[src/wit_defs.vh]
// Constants of the watch and interval timer: register indices, fields,
// reset values and divider figures.
// Assumes inclusion by bare name from the timer's design file.
`ifndef WIT_DEFS_VH
`define WIT_DEFS_VH

// ==========================================================================
// Register indices (byte address is four times the index)
`define WIT_IDX_MODE        18'h0ff4a
`define WIT_IDX_PSEL        18'h0ff4b
`define WIT_IDX_IRQ_STAT    18'h0ff4c
`define WIT_IDX_IRQ_EN      18'h0ff4d
`define WIT_IDX_IRQ_CLR     18'h0ff4e
`define WIT_IDX_COUNT       18'h0ff4f
`define WIT_IDX_BITOP       18'h0ff50
`define WIT_IDX_W           18

// ==========================================================================
// Mode register fields
`define WIT_MODE_RESET      8'h00
`define WIT_MODE_MASK       8'hf3
`define WIT_MODE_CLKSEL     7
`define WIT_MODE_IVL_HI     6
`define WIT_MODE_IVL_LO     4
`define WIT_MODE_RUN        1
`define WIT_MODE_EN         0

// Period select register: bit 0 halves the subsystem clock
`define WIT_PSEL_RESET      1'b0
`define WIT_PSEL_HALF       0

// Single-bit operation register: bits 2:0 bit index, bit 3 value
`define WIT_BITOP_VAL       3

// Interrupt status layout
`define WIT_IRQ_WATCH       0
`define WIT_IRQ_IVL         1
`define WIT_IRQ_RESET       2'h0

// ==========================================================================
// Dividers and counters
`define WIT_MAIN_DIV_W      7
`define WIT_PRESC_W         9
`define WIT_CNT_W           5
`define WIT_IVL_MIN_EXP     4
`define WIT_IVL_MAX_CODE    3'h5
`define WIT_CLOCK_MHZ       40

// AXI response codes
`define WIT_RESP_OKAY       2'h0
`define WIT_RESP_SLVERR     2'h2

`endif

[src/wit_timer.v]
// Watch timer with interval timer, reached over an AXI4-Lite slave port.
// Assumes main and subsystem clocks arrive as slow pins that are sampled
// on the 40 MHz system clock; both must be well below half that rate.
// Only rising pin edges are counted, so the pins' duty cycle is free.
// Limitation: a pin faster than half the clock may lose edges.
//
// Notes on behaviour
// - Watch interrupt every half second, subsystem source
// - Halved subsystem clock gives one-second watch interrupt
// - 5 MHz main clock cannot give exact half-second
// - Interval interrupt repeats at chosen prescaler period
// - Interval codes 000-101 pick 2^4..2^9 clocks
// - Bit 7 picks main/128 or subsystem clock
// - Bit 1 runs counter; clearing stops, clears it
// - Bit 0 enables; clearing clears prescaler and counter
// - Reset loads mode register with zero
// - Mode register writable per bit or byte
//
// Local design decision: the AXI4-Lite interface to the registers.
`timescale 1ns/1ps
`default_nettype none
`include "wit_defs.vh"

module wit_timer #(
  parameter ADDR_W = 20
) (
  // System
  input  wire              clock,
  input  wire              reset,
  // Watch clock pins
  input  wire              main_clock_in,
  input  wire              sub_clock_in,
  // AXI4-Lite write address
  input  wire [ADDR_W-1:0] s_axi_awaddr,
  input  wire              s_axi_awvalid,
  output reg               s_axi_awready,
  // AXI4-Lite write data
  input  wire [31:0]       s_axi_wdata,
  input  wire [3:0]        s_axi_wstrb,
  input  wire              s_axi_wvalid,
  output reg               s_axi_wready,
  // AXI4-Lite write response
  output reg  [1:0]        s_axi_bresp,
  output reg               s_axi_bvalid,
  input  wire              s_axi_bready,
  // AXI4-Lite read address
  input  wire [ADDR_W-1:0] s_axi_araddr,
  input  wire              s_axi_arvalid,
  output reg               s_axi_arready,
  // AXI4-Lite read data
  output reg  [31:0]       s_axi_rdata,
  output reg  [1:0]        s_axi_rresp,
  output reg               s_axi_rvalid,
  input  wire              s_axi_rready,
  // Interrupts
  output reg               irq,
  output reg               watch_period_irq,
  output reg               interval_period_irq
);

  // ========================================================================
  // Pin synchronisers and edge detection
  // Three stages per pin: two to settle, one to find the rising edge
  reg  [2:0]                main_sync_r;
  reg  [2:0]                sub_sync_r;
  wire                      main_tick;
  wire                      sub_tick;

  // First stage feeds only the second; edges come from stages two and three
  always @(posedge clock) begin
    if (reset) begin
      main_sync_r <= 3'h0;
      sub_sync_r  <= 3'h0;
    end else begin
      main_sync_r <= {main_sync_r[1:0], main_clock_in};
      sub_sync_r  <= {sub_sync_r[1:0], sub_clock_in};
    end
  end

  assign main_tick = main_sync_r[1] & ~main_sync_r[2];
  assign sub_tick  = sub_sync_r[1] & ~sub_sync_r[2];

  // ========================================================================
  // Control registers
  // Software-visible state; status bits are set by events only
  reg  [7:0]                mode_r;
  reg                       psel_r;
  reg  [1:0]                irq_stat_r;
  reg  [1:0]                irq_en_r;

  // Field views of the mode register; bits 3 and 2 are held at zero
  wire                      clk_sel   = mode_r[`WIT_MODE_CLKSEL];
  wire [2:0]                ivl_code  = mode_r[`WIT_MODE_IVL_HI:`WIT_MODE_IVL_LO];
  wire                      cnt_run   = mode_r[`WIT_MODE_RUN];
  wire                      tmr_en    = mode_r[`WIT_MODE_EN];

  // ========================================================================
  // Watch count clock: main/128, subsystem, or subsystem halved
  // Main clock divider and subsystem halver, both stepped on pin edges
  reg  [`WIT_MAIN_DIV_W-1:0] main_div_r;
  reg                       sub_half_r;
  wire                      main_div_tick;
  wire                      sub_half_tick;
  wire                      watch_tick;

  // Dividers run freely so a source switch takes effect at once
  always @(posedge clock) begin
    if (reset) begin
      main_div_r <= {`WIT_MAIN_DIV_W{1'b0}};
      sub_half_r <= 1'b0;
    end else begin
      if (main_tick)
        main_div_r <= main_div_r + 1'b1;
      if (sub_tick)
        sub_half_r <= ~sub_half_r;
    end
  end

  assign main_div_tick = main_tick & (&main_div_r);
  assign sub_half_tick = sub_tick & sub_half_r;
  // A 5 MHz main clock gives 39.06 kHz here, so no exact half second
  // Software that needs it switches to the subsystem source instead
  assign watch_tick = clk_sel ? (psel_r ? sub_half_tick : sub_tick)
                              : main_div_tick;

  // ========================================================================
  // Prescaler and 5-bit counter
  // Nine-bit prescaler feeding the five-bit watch counter
  reg  [`WIT_PRESC_W-1:0]   presc_r;
  reg  [`WIT_CNT_W-1:0]     cnt_r;
  wire                      presc_wrap;
  wire                      cnt_wrap;
  reg                       ivl_hit;

  // Prescaler wrap steps the counter; a counter wrap is a watch period
  assign presc_wrap = watch_tick & (&presc_r);
  assign cnt_wrap   = presc_wrap & cnt_run & (&cnt_r);

  // Interval hit when the low 4+code prescaler bits are all ones
  always @* begin
    ivl_hit = 1'b0;
    case (ivl_code)
      3'h0: ivl_hit = &presc_r[3:0];
      3'h1: ivl_hit = &presc_r[4:0];
      3'h2: ivl_hit = &presc_r[5:0];
      3'h3: ivl_hit = &presc_r[6:0];
      3'h4: ivl_hit = &presc_r[7:0];
      3'h5: ivl_hit = &presc_r[8:0];
      default: ivl_hit = 1'b0;       // Prohibited codes raise nothing
    endcase
  end

  // Counting; disable clears both stages, stopped counter is held at zero
  always @(posedge clock) begin
    if (reset || !tmr_en) begin
      presc_r <= {`WIT_PRESC_W{1'b0}};
      cnt_r   <= {`WIT_CNT_W{1'b0}};
    end else begin
      if (watch_tick)
        presc_r <= presc_r + 1'b1;
      if (!cnt_run)
        cnt_r <= {`WIT_CNT_W{1'b0}};
      else if (presc_wrap)
        cnt_r <= cnt_r + 1'b1;
    end
  end

  // ========================================================================
  // Event pulses
  // Both events need the timer enabled; the interval one ignores run
  wire                      watch_evt = tmr_en & cnt_wrap;
  wire                      ivl_evt   = tmr_en & watch_tick & ivl_hit;

  // Registered so each pulse comes from a flop; one cycle late against
  // the tick, which shifts every pulse alike and leaves periods intact
  always @(posedge clock) begin
    if (reset) begin
      watch_period_irq    <= 1'b0;
      interval_period_irq <= 1'b0;
    end else begin
      watch_period_irq    <= watch_evt;
      interval_period_irq <= ivl_evt;
    end
  end

  // ========================================================================
  // AXI4-Lite write channel
  // Holding registers for a write taken one half at a time
  reg                       aw_full_r;
  reg                       w_full_r;
  reg  [ADDR_W-1:0]         aw_addr_r;
  reg  [31:0]               w_data_r;
  reg  [3:0]                w_strb_r;
  wire                      do_write;
  wire [`WIT_IDX_W-1:0]     w_idx;
  wire                      w_lane0;

  // Commit only when both halves are held and no answer is pending
  assign do_write = aw_full_r & w_full_r & ~s_axi_bvalid;
  assign w_idx    = aw_addr_r[`WIT_IDX_W+1:2];
  assign w_lane0  = w_strb_r[0];

  // Address and data are taken in either order; response follows both
  always @(posedge clock) begin
    if (reset) begin
      aw_full_r     <= 1'b0;
      w_full_r      <= 1'b0;
      aw_addr_r     <= {ADDR_W{1'b0}};
      w_data_r      <= 32'h0;
      w_strb_r      <= 4'h0;
      s_axi_awready <= 1'b1;
      s_axi_wready  <= 1'b1;
      s_axi_bvalid  <= 1'b0;
      s_axi_bresp   <= `WIT_RESP_OKAY;
    end else begin
      if (s_axi_awvalid && s_axi_awready) begin
        aw_full_r     <= 1'b1;
        aw_addr_r     <= s_axi_awaddr;
        s_axi_awready <= 1'b0;
      end
      if (s_axi_wvalid && s_axi_wready) begin
        w_full_r     <= 1'b1;
        w_data_r     <= s_axi_wdata;
        w_strb_r     <= s_axi_wstrb;
        s_axi_wready <= 1'b0;
      end
      if (do_write) begin
        aw_full_r    <= 1'b0;
        w_full_r     <= 1'b0;
        s_axi_bvalid <= 1'b1;
        case (w_idx)
          `WIT_IDX_MODE, `WIT_IDX_PSEL, `WIT_IDX_IRQ_STAT, `WIT_IDX_IRQ_EN,
          `WIT_IDX_IRQ_CLR, `WIT_IDX_COUNT, `WIT_IDX_BITOP:
            s_axi_bresp <= `WIT_RESP_OKAY;
          default:
            s_axi_bresp <= `WIT_RESP_SLVERR;
        endcase
      end
      if (s_axi_bvalid && s_axi_bready) begin
        s_axi_bvalid  <= 1'b0;
        s_axi_awready <= 1'b1;
        s_axi_wready  <= 1'b1;
      end
    end
  end

  // ========================================================================
  // Register updates
  // Write decode shared by whole-byte and single-bit writes
  reg  [7:0]                mode_nxt;
  reg  [1:0]                clr_mask;

  // Whole-byte write or single-bit write through the bit-operation word
  always @* begin
    mode_nxt = mode_r;
    clr_mask = 2'h0;
    if (do_write && w_lane0) begin
      case (w_idx)
        `WIT_IDX_MODE:
          mode_nxt = w_data_r[7:0] & `WIT_MODE_MASK;
        `WIT_IDX_BITOP: begin
          mode_nxt[w_data_r[2:0]] = w_data_r[`WIT_BITOP_VAL];
          mode_nxt = mode_nxt & `WIT_MODE_MASK;
        end
        `WIT_IDX_IRQ_CLR:
          clr_mask = w_data_r[1:0];
        default: begin
          mode_nxt = mode_r;
          clr_mask = 2'h0;
        end
      endcase
    end
  end

  // Register file; the interrupt line lags the status by one cycle
  always @(posedge clock) begin
    if (reset) begin
      mode_r     <= `WIT_MODE_RESET;
      psel_r     <= `WIT_PSEL_RESET;
      irq_en_r   <= `WIT_IRQ_RESET;
      irq_stat_r <= `WIT_IRQ_RESET;
      irq        <= 1'b0;
    end else begin
      mode_r <= mode_nxt;
      // Period select and enable take the low data bits only
      if (do_write && w_lane0 && w_idx == `WIT_IDX_PSEL)
        psel_r <= w_data_r[`WIT_PSEL_HALF];
      if (do_write && w_lane0 && w_idx == `WIT_IDX_IRQ_EN)
        irq_en_r <= w_data_r[1:0];
      // A new event beats a clear landing in the same cycle
      irq_stat_r <= (irq_stat_r & ~clr_mask) | {ivl_evt, watch_evt};
      irq        <= |(irq_stat_r & irq_en_r);
    end
  end

  // ========================================================================
  // AXI4-Lite read channel
  // Index decoded straight from the offered read address
  reg  [31:0]               rd_word;
  reg                       rd_hit;
  wire [`WIT_IDX_W-1:0]     r_idx = s_axi_araddr[`WIT_IDX_W+1:2];

  // Read decode; write-only words read as zero
  always @* begin
    rd_word = 32'h0;
    rd_hit  = 1'b1;
    case (r_idx)
      `WIT_IDX_MODE:     rd_word = {24'h0, mode_r};
      `WIT_IDX_PSEL:     rd_word = {31'h0, psel_r};
      `WIT_IDX_IRQ_STAT: rd_word = {30'h0, irq_stat_r};
      `WIT_IDX_IRQ_EN:   rd_word = {30'h0, irq_en_r};
      `WIT_IDX_IRQ_CLR:  rd_word = 32'h0;
      `WIT_IDX_COUNT:    rd_word = {18'h0, cnt_r, presc_r};
      `WIT_IDX_BITOP:    rd_word = 32'h0;
      default: begin
        rd_word = 32'h0;
        rd_hit  = 1'b0;
      end
    endcase
  end

  // One-cycle read answer; data and response stand until taken
  always @(posedge clock) begin
    if (reset) begin
      s_axi_arready <= 1'b1;
      s_axi_rvalid  <= 1'b0;
      s_axi_rdata   <= 32'h0;
      s_axi_rresp   <= `WIT_RESP_OKAY;
    end else begin
      if (s_axi_arvalid && s_axi_arready) begin
        s_axi_arready <= 1'b0;
        s_axi_rvalid  <= 1'b1;
        s_axi_rdata   <= rd_word;
        s_axi_rresp   <= rd_hit ? `WIT_RESP_OKAY : `WIT_RESP_SLVERR;
      end
      if (s_axi_rvalid && s_axi_rready) begin
        s_axi_rvalid  <= 1'b0;
        s_axi_arready <= 1'b1;
      end
    end
  end

endmodule // wit_timer
`default_nettype wire

[config.mk]
export PLATFORM = sky130hd
export DESIGN_NAME = wit_timer
export DESIGN_NICKNAME = d
export VERILOG_FILES = /design/src/wit_timer.v
export VERILOG_INCLUDE_DIRS = /design/src
export SDC_FILE = /design/constraint.sdc
export NUM_CORES = 1
export LEC_CHECK = 0
export BUFFER_PORTS_ARGS = -buffer_cell sky130_fd_sc_hd__buf_2
export CORE_MARGIN = 2
export CORE_UTILIZATION = 25
export DETAILED_ROUTE_END_ITERATION = 7
export GPL_ROUTABILITY_DRIVEN = 0
export GPL_TIMING_DRIVEN = 0
export PLACE_DENSITY = 0.43
export SLEW_MARGIN = 20
export SYNTH_ARGS = -nofsm -noshare
export SYNTH_HDL_FRONTEND = slang
export SYNTH_SLANG_ARGS = --single-unit
[constraint.sdc]
create_clock -name clock -period 2.55 [get_ports clock]
set_input_delay 0.3825 -clock clock [delete_from_list [all_inputs] [get_ports clock]]
set_output_delay 0.3825 -clock clock [all_outputs]
set_load 0.01 [all_outputs]
==> impl_metrics.tcl <==
set metrics [dict create \
    hold_viol 0 \
    final_cell_mix "92 x dfxtp_1, 75 x buf_2, 67 x nand2_1" \
    cts_setup_buffers 0 \
    cp-endpoint "irq_stat_r[1]$_SDFF_PP0_" \
    grt_first_pass_wirelength_um 17530 \
    port_buffers 75 \
    worstPathArrival_ps 2540 \
    yosysSeqAreaShare_pct 44.81 \
    synthToLayoutAreaGrowth_pct 23.74 \
    viasPerCell 4.473 \
    synth-edff-count 0 \
    overflow 0 \
    cp_top_family "simple AND/OR/NAND/NOR gates" \
    worst_pin_slew_ps 869.1 \
    syn_area_sq_mm 0.004110 \
    cts_resized 0 \
    fin_crit_sh_pct 88.42 \
    irDropWorstVdd_mv 0.2971 \
    worst_slack_ps 295.3 \
    clock-sinks 92 \
    place_ws_ps 306.1 \
    cp.required_ps 2840 \
    synth-simple-area-share_pct 24.35 \
    route.detailed.drc 0 \
    yosysWarnings 0 \
    r2r_slack_ps 300 \
    relSlewSlack_pct 41.53 \
    drt_iter0_markers 200 \
    end_kind "flip-flop" \
    hold_depth 2 \
    avgSynthCellArea_sq_um 8.690 \
    grt_max_degree 14 \
    cap_violations 0 \
    clk_latency_ps 340 \
    vias 3565 \
    drv_slew 0 \
    async_flop_share_pct 0 \
    cts_max_level 3 \
    drt-pass1-iter-count 6 \
    postSynthCellCount 473 \
    clkTransAtPathRegs_ps 60 \
    rows 46 \
    muxShareOfSynthArea_pct 3.196 \
    floorplan.initialDensity_pct 25.69 \
    cp.depth 6 \
    r2r-start "main_div_r[0]$_SDFFE_PP0P_" \
    critPathLaunch "main_div_r[0]$_SDFFE_PP0P_" \
    final_cell_area_sq_mm 0.005086 \
    period_minus_slack_ps 2255 \
    tritoncts "yes" \
    path_cells "ha_1 > nand4b_1 > nor4_4 > nor2_1 > a2111oi_2 > a31o_2" \
    final_common_cell "dfxtp_1" \
    grt_use_total_pct 12.54 \
    ys_types 59 \
    path_max_fanout 10 \
    place_hpwl_um 8082 \
    r2r-end "irq_stat_r[1]$_SDFF_PP0_" \
    die-area_sq_mm 0.01748 \
    drive_gt1_share_pct 20.48 \
    die_h_um 132.2 \
    antenna_cells 0 \
    final_core_util_pct 31.79 \
    ctsHoldBuffers 0 \
    final_cells 797 \
    r2r_cells 6 \
    grt_pass1_vias 3495 \
    max_clock_freq_mhz 443.5 \
    die_x_um 132.2 \
    antenna_found_initial 0 \
    status "finished clean" \
    critical_path_class "reg -> reg" \
    final.fill_count 1765 \
    synth_compound_area_share_pct 16.44 \
    dp.cells 783 \
    leakagePower_nw 2.035 \
    setup_viol 0 \
    skew_ps 5.245 \
    min-delay-path-class "in -> reg" \
    yosys_most_used_dff "dfxtp_1" \
    synth_top_family_by_area "simple AND/OR/NAND/NOR gates" \
    nets 668 \
    finalSetupTns_ps 0 \
    power.density_mw_per_mm2 584.0 \
    synth-xor-area-share_pct 3.196 \
    rsz0062_at_grt "false" \
    place_area_sq_mm 0.004827 \
    postRouteAntennaNets 0 \
    synth-seq-cells 92 \
    crit_path_start_kind "flip-flop" \
    critical-path-max-stage-delay_ps 580 \
    clockBufferDepth 2 \
    crit_slowest_cell "nor4_4" \
    core_sq_mm 0.01600 \
    synth_fa_ha_area_share_pct 1.522 \
    wl_per_cell_um 13.42 \
    num_io_pins 129 \
    crit_buf_inv 0 \
    wl_um 10700 \
    cts_root_buffer "clkbuf_16" \
    cts_buffers 9 \
]
[Yosys cell counts (3+ instances only)]
library cell / count / area share, %
a31oi_1: 3 / 0.46
a22oi_1: 9 / 1.6
nor3_1: 3 / 0.37
buf_4: 20 / 3.7
nand3_1: 11 / 1.3
nand4b_1: 5 / 1.1
clkbuf_1: 16 / 1.5
and4_1: 3 / 0.64
buf_1: 4 / 0.37
or3_1: 3 / 0.46
mux2i_1: 12 / 2.9
o21ai_0: 11 / 1.3
and2_1: 4 / 0.61
nor4_1: 4 / 0.61
a21oi_1: 41 / 5.0
a211oi_1: 4 / 0.73
and3_1: 4 / 0.61
nand4_1: 4 / 0.61
ha_1: 5 / 1.5
nor2_1: 52 / 4.7
inv_1: 9 / 0.82
nand2_1: 67 / 6.1
dfxtp_1: 92 / 45
o31ai_1: 4 / 0.73
nor2b_1: 13 / 2.0
xor2_1: 13 / 2.8
a22o_1: 9 / 1.9
nor3b_1: 3 / 0.55
o211ai_1: 4 / 0.73
[final cells by class]
class | count | area, sq um | share of cell area [%]
timing repair buffer | 75 | 375.4 | 7.380
sequential | 92 | 1842 | 36.21
tap | 216 | 270.3 | 5.314
inverter | 10 | 37.54 | 0.7380
clock inverter | 2 | 12.51 | 0.2460
clock buffer | 12 | 246.5 | 4.846
multi-input combinational | 350 | 2077 | 40.84
buffer | 40 | 225.2 | 4.428
[cells by family (layout without fill, tap and decap cells)]
family                     Yosys count  in the layout
xor gates and xnor gates            15             15
other                                1             20
DFF                                 92             92
and+or+nand+nor                    194            194
adders and majority gates            5              5
buffers and inverters               50            139
muxes                               13             13
AOI/OAI and AO/OA                  103            103
[report_power, final]
| part | switching (mW) | internal (mW) | leakage (nW) |
|---|---|---|---|
| logic | 0.144 | 0.105 | 1.16 |
| registers | 0.0301 | 1.48 | 0.748 |
| clock network | 0.538 | 0.676 | 0.125 |
[flip-flops by register name, summed over array words and instances, names as in the netlist, 2 cells and up]
signal and count:
irq_en_r 2, sub_sync_r 3, w_data_r 8, cnt_r 5, irq_stat_r 2, mode_r 6, main_div_r 7, aw_addr_r 18
presc_r 9, main_sync_r 3, s_axi_rdata 14
[metal layers]
metal / global-route usage, % / vias to the layer above / routed length (um)
li1: - / 1839 / -
met1: 16.31 / 1616 / 5285
met2: 20.02 / 96 / 4688
met3: 3.460 / 14 / 570
met4: 4.301 / 0 / 153
met5: 0 / - / 0
[how the worst min path moves through the flow]
stage                                       to                      start  slack [ps]
finish              s_axi_awready$_SDFFE_PP1P_              s_axi_awvalid         250
global route          sub_sync_r[0]$_SDFF_PP0_               sub_clock_in         240
CTS                 s_axi_awready$_SDFFE_PP1P_              s_axi_awvalid         240
detailed placement   main_sync_r[1]$_SDFF_PP0_  main_sync_r[0]$_SDFF_PP0_         440
global placement     main_sync_r[1]$_SDFF_PP0_  main_sync_r[0]$_SDFF_PP0_         430
floorplan            main_sync_r[1]$_SDFF_PP0_  main_sync_r[0]$_SDFF_PP0_         410
[metrics by stage]
stage / hold WS (ps) / total power, mW
finish: 247.7 / 2.970
global route: 242.0 / 3.115
CTS: 235.5 / 3.020
detailed placement: 435.8 / 1.792
global placement: 429.8 / 1.787
floorplan: 413.8 / 1.693
No activity file was read; power rests on OpenSTA's default activity.
